File: src/logic/xbus_defs.vh
/*
  Constants for the auxiliary peripheral bus decode and glue block:
  fixed I/O ports, boot memory windows, reset values of the registered outputs.
  Assumes it is included by bare name from the design file.
*/
`ifndef XBUS_DEFS_VH
`define XBUS_DEFS_VH

// fixed I/O ports, 16-bit I/O address space
`define KBC_DATA_PORT      16'h0060
`define KBC_CMD_PORT       16'h0064
`define MCU_DATA_PORT      16'h0062
`define MCU_CMD_PORT       16'h0066

// boot memory windows, compared on address bits [23:16] of the 24-bit ISA address
`define BOOT_SEG_E_TAG     8'h0E
`define BOOT_SEG_F_TAG     8'h0F
`define BOOT_HIGH_E_TAG    8'hFE
`define BOOT_HIGH_F_TAG    8'hFF

// window enable bit positions of BOOT_RANGE_EN
`define BOOT_EN_SEG_E      0
`define BOOT_EN_SEG_F      1
`define BOOT_EN_HIGH       2

// position of the fast address-20 control in the system control port byte
`define FAST_ADDR20_BIT_BIT_POS   1

// reset values of the registered outputs and of the reset request history flop
`define ADDR20_MASK_RESET  1'b1
`define CPU_INIT_RESET     1'b0
`define KBC_CPU_RESET_REQ_N_LAST_RESET    1'b1

`endif

File: src/logic/xbus_chip_select_decode.v
/*
  Chip select decode and glue for the auxiliary peripheral bus behind the
  ISA side of a bridge: boot memory select, keyboard controller select or
  general output, embedded microcontroller select, two programmable I/O
  selects with buffer controls, address-20 mask merge and CPU init request.
  Assumes all inputs are synchronous to CLOCK and that the ISA address and
  command qualifiers are stable while a cycle is in progress.
  The selects are combinational and may glitch while the address settles; the
  ISA command strobes qualify them, so a device only acts on a stable select.
  RST and POWER_ON_SUSPEND both force the selects to their idle level, except the keyboard pin in general output use.
*/
`timescale 1ns/1ps
`include "xbus_defs.vh"

module xbus_chip_select_decode #(
  parameter IO_ADDR_W   = 16,
  parameter RANGE_MASK_W = 8
) (
  input  wire                    CLOCK,
  input  wire                    RST,
  input  wire                    POWER_ON_SUSPEND,
  input  wire [19:0]             ISA_LATCHED_ADDR,
  input  wire [23:17]            ISA_UNLATCHED_ADDR,
  input  wire                    MEM_READ,
  input  wire                    MEM_WRITE,
  input  wire                    IO_READ,
  input  wire                    IO_WRITE,
  input  wire                    DMA_CYCLE,
  input  wire                    PCI_MASTER_CYCLE,
  input  wire [2:0]              BOOT_RANGE_EN,
  input  wire                    KBC_SELECT_AS_GPO,
  input  wire                    GENERAL_OUTPUT_26_VALUE,
  input  wire                    PROG0_ENABLE,
  input  wire [IO_ADDR_W-1:0]    PROG0_BASE,
  input  wire [RANGE_MASK_W-1:0] PROG0_MASK,
  input  wire                    PROG1_ENABLE,
  input  wire [IO_ADDR_W-1:0]    PROG1_BASE,
  input  wire [RANGE_MASK_W-1:0] PROG1_MASK,
  input  wire [7:0]              SYS_CTRL_PORT,
  input  wire                    KBC_ADDR20_GATE_IN,
  input  wire                    KBC_CPU_RESET_REQ_N,
  output wire                    BOOT_ROM_SELECT_N,
  output wire                    KEYBOARD_CTRL_SELECT_N,
  output wire                    EMBEDDED_MCU_SELECT_N,
  output wire                    PROG_IO_SELECT0_N,
  output wire                    PROG_IO_SELECT1_N,
  output wire                    AUX_BUS_BUFFER_OE_N,
  output wire                    AUX_BUS_BUFFER_DIR_N,
  output wire                    CPU_ADDR20_MASK_N,
  output wire                    CPU_INIT
);

  // the selects must follow the address with no clock delay, so they are
  // gated logic rather than flops; only the mask and init outputs are registered
  // trade-off: a flop per select would make them glitch free but would cost a
  // whole clock of decode time, which a short ISA cycle cannot spare

  localparam NUM_PROG = 2;

  wire [23:0]          full_addr;
  wire [IO_ADDR_W-1:0] io_addr;
  wire                 io_cycle;
  wire                 mem_cycle;
  wire                 quiet;
  wire                 upper_io_zero;

  assign full_addr     = {ISA_UNLATCHED_ADDR, ISA_LATCHED_ADDR[16:0]};
  assign io_addr       = ISA_LATCHED_ADDR[IO_ADDR_W-1:0];
  assign io_cycle      = IO_READ | IO_WRITE;
  assign mem_cycle     = MEM_READ | MEM_WRITE;
  // reset and suspend both park the selects; the registered outputs only obey RST
  assign quiet         = RST | POWER_ON_SUSPEND;
  // I/O space is 16 bits wide; the remaining latched and unlatched bits must be clear
  // so that a memory-like address with a matching low word never reaches a port,
  // which keeps the fixed and programmable selects out of the upper address space
  assign upper_io_zero = (ISA_LATCHED_ADDR[19:IO_ADDR_W] == {(20-IO_ADDR_W){1'b0}}) &
                         (ISA_UNLATCHED_ADDR == 7'h00);

  // boot memory select
  // each window is made of whole 64K blocks, so only the top byte of the address is compared;
  // the high window answers both blocks just under the 16M top so that the
  // reset vector and its neighbour land in the same device
  wire [7:0] addr_tag;
  wire       hit_seg_e;
  wire       hit_seg_f;
  wire       hit_high;
  wire       boot_hit;
  wire       boot_sel;

  assign addr_tag  = full_addr[23:16];
  assign hit_seg_e = BOOT_RANGE_EN[`BOOT_EN_SEG_E] & (addr_tag == `BOOT_SEG_E_TAG);
  assign hit_seg_f = BOOT_RANGE_EN[`BOOT_EN_SEG_F] & (addr_tag == `BOOT_SEG_F_TAG);
  assign hit_high  = BOOT_RANGE_EN[`BOOT_EN_HIGH] &
                     ((addr_tag == `BOOT_HIGH_E_TAG) | (addr_tag == `BOOT_HIGH_F_TAG));
  assign boot_hit  = hit_seg_e | hit_seg_f | hit_high;
  // a DMA transfer into this range targets system memory, never the boot device
  assign boot_sel  = mem_cycle & boot_hit & ~DMA_CYCLE;

  assign BOOT_ROM_SELECT_N = ~(boot_sel & ~quiet);

  // keyboard controller select or general output
  wire kbc_port;
  wire kbc_hit;
  wire kbc_sel_n;
  wire gpo_level;

  // data and command ports only; the ports in between stay undecoded here
  assign kbc_port  = (io_addr == `KBC_DATA_PORT) | (io_addr == `KBC_CMD_PORT);
  assign kbc_hit   = io_cycle & upper_io_zero & kbc_port;
  // held high in reset and suspend unless the pin is in general output use
  assign kbc_sel_n = ~(kbc_hit & ~quiet);
  // the general output is forced low in reset so the pin starts at a known level
  assign gpo_level = GENERAL_OUTPUT_26_VALUE & ~RST;

  // the mode bit is a level, so switching modes mid-cycle can glitch the pin
  assign KEYBOARD_CTRL_SELECT_N = KBC_SELECT_AS_GPO ? gpo_level : kbc_sel_n;

  // embedded microcontroller select
  wire mcu_port;
  wire mcu_hit;

  // same address qualification as the keyboard select, so both agree on I/O space
  assign mcu_port = (io_addr == `MCU_DATA_PORT) | (io_addr == `MCU_CMD_PORT);
  assign mcu_hit  = io_cycle & upper_io_zero & mcu_port;
  assign EMBEDDED_MCU_SELECT_N = ~(mcu_hit & ~quiet);

  // programmable I/O selects, one per channel
  // only cycles started by a PCI master qualify; ISA masters and DMA reach the
  // peripheral through their own decode, so the selects stay quiet for them
  // a disabled channel never selects, whatever its base and mask hold
  wire [2*IO_ADDR_W-1:0]    prog_base;
  wire [2*RANGE_MASK_W-1:0] prog_mask;
  wire [1:0]                prog_en;
  wire [1:0]                prog_sel;

  assign prog_base = {PROG1_BASE, PROG0_BASE};
  assign prog_mask = {PROG1_MASK, PROG0_MASK};
  assign prog_en   = {PROG1_ENABLE, PROG0_ENABLE};

  genvar ch;
  generate
    for (ch = 0; ch < NUM_PROG; ch = ch + 1) begin : g_prog
      // channel ch compares the I/O address with its own base under its own mask;
      // overlapping ranges are allowed and then both selects fire together
      wire [IO_ADDR_W-1:0] care;
      wire [IO_ADDR_W-1:0] base;

      // mask bits set mark low address bits ignored, giving a block of up to 2^W ports
      assign care = ~{{(IO_ADDR_W-RANGE_MASK_W){1'b0}},
                      prog_mask[ch*RANGE_MASK_W +: RANGE_MASK_W]};
      assign base = prog_base[ch*IO_ADDR_W +: IO_ADDR_W];
      assign prog_sel[ch] = prog_en[ch] & io_cycle & PCI_MASTER_CYCLE & upper_io_zero &
                            (((io_addr ^ base) & care) == {IO_ADDR_W{1'b0}}) &
                            ~quiet;
    end
  endgenerate

  // each channel drives its own pin, active low
  assign PROG_IO_SELECT0_N = ~prog_sel[0];
  assign PROG_IO_SELECT1_N = ~prog_sel[1];

  // buffer points toward the system bus on reads, toward the peripheral on writes
  // the fixed selects leave the buffer alone: those devices sit on the ISA side
  wire any_prog;
  wire prog_read;

  assign any_prog             = |prog_sel;
  // direction follows the command, so it only matters while the buffer is on
  assign prog_read            = any_prog & IO_READ;
  assign AUX_BUS_BUFFER_OE_N  = ~any_prog;
  assign AUX_BUS_BUFFER_DIR_N = ~prog_read;

  // address-20 mask and init, registered
  // both go to the processor, which expects clean levels, so they come from flops;
  // the one-cycle delay is harmless next to how slowly software toggles the gate
  // the mask resets high so line 20 passes until the gate and fast bit are both clear
  reg addr20_mask_n_reg;
  reg addr20_mask_n_next;
  reg cpu_init_reg;
  reg cpu_init_next;
  reg kbc_cpu_reset_req_n_last_reg;

  always @* begin
    // either source set lets address line 20 through
    addr20_mask_n_next = KBC_ADDR20_GATE_IN | SYS_CTRL_PORT[`FAST_ADDR20_BIT_BIT_POS];
    // one pulse per falling edge of the request, so a held request does not retrigger
    cpu_init_next      = kbc_cpu_reset_req_n_last_reg & ~KBC_CPU_RESET_REQ_N;
  end

  always @(posedge CLOCK) begin
    if (RST) begin
      addr20_mask_n_reg <= `ADDR20_MASK_RESET;
      cpu_init_reg      <= `CPU_INIT_RESET;
      kbc_cpu_reset_req_n_last_reg     <= `KBC_CPU_RESET_REQ_N_LAST_RESET;
    end else begin
      addr20_mask_n_reg <= addr20_mask_n_next;
      cpu_init_reg      <= cpu_init_next;
      kbc_cpu_reset_req_n_last_reg     <= KBC_CPU_RESET_REQ_N;
    end
  end

  // straight from the flops, no gating after them
  assign CPU_ADDR20_MASK_N = addr20_mask_n_reg;
  assign CPU_INIT          = cpu_init_reg;

endmodule

File: config.mk
export PLATFORM = sky130hd
export DESIGN_NAME = xbus_chip_select_decode
export DESIGN_NICKNAME = d
export VERILOG_FILES = /design/src/logic/xbus_chip_select_decode.v
export VERILOG_INCLUDE_DIRS = /design/src /design/src/logic
export SDC_FILE = /design/constraint.sdc
export NUM_CORES = 1
export LEC_CHECK = 0
export BUFFER_PORTS_ARGS = -buffer_cell sky130_fd_sc_hd__buf_2
export CAP_MARGIN = 20
export CORE_ASPECT_RATIO = 0.8
export CORE_UTILIZATION = 31
export CTS_BUF_LIST = sky130_fd_sc_hd__clkbuf_2
export CTS_CLUSTER_SIZE = 14
export DETAILED_ROUTE_END_ITERATION = 16
export PLACE_DENSITY_LB_ADDON = 0.1
export SYNTH_ARGS = -nofsm -noshare
export SYNTH_HDL_FRONTEND = slang
export SYNTH_SLANG_ARGS = --single-unit
File: constraint.sdc
create_clock -name CLOCK -period 4.9 [get_ports CLOCK]
set_input_delay 1.47 -clock CLOCK [delete_from_list [all_inputs] [get_ports CLOCK]]
set_output_delay 1.47 -clock CLOCK [all_outputs]
set_load 0.1 [all_outputs]
==> flow_metrics.py <==
metrics = {
    "yosys": {
        "seq_area_frac_synth": 0.0899,
        "ys_seq_elements": 3,
        "synthFlopType": "dfxtp_1",
        "syn_avg_cell_area_um2": 7.86,
        "async_reset_ff_frac": 0,
        "yosysTopAreaCell": "xnor2_1",
        "synth_fp_nets": 186,
        "synth_cells": 85,
        "synth_area_leaders": "xnor2_1, xor2_1, dfxtp_1",
        "synth_edf_count": 0,
        "yosysWarnings": 0,
        "synth_area_um2": 668,
        "synth.top_cell.area_share": 0.315,
        "synth_cell_types": 28,
    },
    "worst_setup_path": {
        "cp.arrival_ns": 3.13,
        "critical_path_class": "primary input to output pin",
        "worstSetupStartpointType": "primary input",
        "required_ns": 3.43,
        "cp-end-kind": "output pin",
        "cp_max_fo": 2,
    },
    "clock_tree": {
        "postCtsSetupBuffers": 0,
        "cts_sinks": 3,
        "numCtsBuffers": 3,
        "clock_path_buffers": 2,
        "clk_latency_ns": 0.19,
        "cts_max_level": 1,
        "clockRootBuffer": "clkbuf_2",
        "cts.clk_slew.worst_paths_ns": 0.05,
        "holdBufCountCts": 0,
        "cts_resized": 0,
        "cts_tree": "built",
    },
    "global_route": {
        "grt_max_degree": 6,
        "gr-usage-all-layers": 0.192,
        "grt_pass1_vias": 918,
        "grt_pass1_wl_um": 3390,
        "antenna_found_initial": 0,
        "grt-ovfl-total": 0,
    },
    "sta": {
        "finalSetupViolations": 0,
        "finClkSkew_ns": 0.00147,
        "period_minus_slack_ns": 4.60,
        "hold_viol_final": 0,
        "worst_pin_slew_ns": 0.491,
        "period_share": 0.939,
        "slew_headroom": 0.675,
        "timing.fmax_ghz": 0.217,
        "slew_viol_final": 0,
        "rsz0062_at_grt": "no",
        "tns_ns": 0,
    },
    "pwr": {
        "peakVddDrop_uv": 119,
        "pwr-share-comb": 0.610,
        "power_frac_clock": 0.221,
        "powerDensity_nw_per_um2": 125,
        "p_seq_frac": 0.169,
        "finalPower_w": 0.000153,
        "p_switching_w": 0.0000556,
        "power.leakage_nw": 0.591,
        "internal-power_w": 0.0000978,
        "switching_share": 0.363,
    },
    "floorplan": {
        "die_w_um": 53.9,
        "io_pins": 110,
        "die_height_um": 43.5,
        "row_count": 14,
        "core_um2": 1960,
        "die-area_um2": 2350,
        "start_util": 0.341,
    },
    "run": {
        "maxCapViolCount": 0,
    },
    "routing": {
        "wl_um": 2320,
        "drtIter0Drc": 6,
        "viasPerCell": 4.62,
        "wl_per_cell_um": 10.8,
        "first_pass_iters": 4,
        "vias": 994,
        "drc_errors": 0,
        "ant_nets": 0,
    },
    "layout": {
        "area_growth_pct": 83.9,
        "fin_nets": 293,
        "seqCellArea_um2": 60.1,
        "nFillCells": 186,
        "drive_gt1_frac": 0.592,
        "final_util": 0.626,
        "multi_input_comb_area_um2": 601,
        "antenna_cells": 0,
    },
    "place": {
        "gp_congestion": 0.737,
        "dpl.hpwl_um": 2120,
        "port_buffers": 102,
    },
    "run_status": {
        "status": "finished clean",
    },
    "worst_hold_path": {
        "hold_path_class": "flop to flop",
    },
}
-- Yosys cell counts (3+ instances only) --
library cell / n
xnor2_1: 24
xor2_1: 8
o22ai_1: 7
nor2_1: 5
nand2_1: 4
nor4_1: 4
dfxtp_1: 3
nand3_1: 3
or4_1: 3
-- metrics by stage --
step | hold slack (ns) | instance area [um2] | instances | setup WS [ns]
2_1_floorplan | 0.392 | 668 | 85 | 0.0627
3_3_place_gp | 0.399 | 1210 | 211 | 0.275
3_5_place_dp | 0.406 | 1210 | 211 | 0.285
4_1_cts | 0.411 | 1230 | 215 | 0.275
5_1_grt | 0.430 | 1230 | 215 | 0.193
6_report | 0.407 | 1230 | 215 | 0.300
-- final cells by class --
cell class / count / share of cell area
sequential: 3 / 0.0489
inverter: 2 / 0.00611
clock buffer: 4 / 0.0163
multi-input combinational: 80 / 0.489
timing repair buffer: 102 / 0.415
tap: 24 / 0.0244
-- layout by cell type, fill, tap and decap left out --
| master | count |
|---|---|
| or3_1 | 1 |
| o2111ai_1 | 2 |
| nor4_2 | 1 |
| nand4b_1 | 1 |
| nor4b_1 | 1 |
| nand3b_1 | 1 |
| nor2_1 | 5 |
| inv_1 | 2 |
| xor2_1 | 8 |
| nand4_1 | 1 |
| dfxtp_1 | 3 |
| nor3_2 | 2 |
| o22ai_1 | 7 |
| xnor2_1 | 24 |
| or4b_1 | 1 |
| o21bai_1 | 1 |
| or4_1 | 3 |
| nand2_1 | 4 |
| or2_2 | 1 |
| nor3_1 | 1 |
| o21ai_1 | 2 |
| nor4_1 | 4 |
| buf_2 | 102 |
| or2_1 | 1 |
| o211ai_1 | 1 |
| clkbuf_2 | 4 |
| mux2i_1 | 1 |
| and2_2 | 1 |
| or4_4 | 2 |
| nand3_1 | 3 |
-- power by group through the flow --
stage | clock network (W) | logic, W | registers (W)
2_1_floorplan | 0 | 0.0000377 | 0.0000320
3_3_place_gp | 0 | 0.0000916 | 0.0000264
3_5_place_dp | 0 | 0.0000936 | 0.0000264
4_1_cts | 0.0000342 | 0.0000943 | 0.0000259
5_1_grt | 0.0000354 | 0.000102 | 0.0000261
6_report | 0.0000339 | 0.0000936 | 0.0000259
-- worst max-delay path: stages --
cell     delay (ns)
buf_2          0.10
or4_4          0.54
nor4_2         0.34
nand4_1        0.15
or2_1          0.23
buf_2          0.29
-- cell families after synthesis --
kind of cell / synth area share
and+or+nand+nor: 0.335
xor gates and xnor gates: 0.419
AOI/OAI and AO/OA: 0.129
DFF: 0.0899
buffers and inverters: 0.0112
muxes: 0.0150
-- layer usage --
| metal | wire [um] | global-route usage | up-vias |
|---|---|---|---|
| li1 | - | - | 529 |
| met1 | 913 | 0.217 | 423 |
| met2 | 1240 | 0.378 | 42 |
| met3 | 165 | 0.00702 | 0 |
| met4 | 0 | 0.0526 | 0 |
| met5 | 0 | 0 | - |
-- final timing paths --
| kind | from | to | slack, ns | cells after the start |
|---|---|---|---|---|
| worst max-delay path | ISA_UNLATCHED_ADDR[20] | EMBEDDED_MCU_SELECT_N | 0.30 | 6 |
| worst min-delay path | kbc_cpu_reset_req_n_last_reg | CPU_INIT | 0.41 | 2 |
| worst max register to register | kbc_cpu_reset_req_n_last_reg | CPU_INIT | 4.43 | 2 |
| worst min register to register | kbc_cpu_reset_req_n_last_reg | CPU_INIT | 0.41 | 2 |
Note: power is estimated with default switching activity, not from simulation.
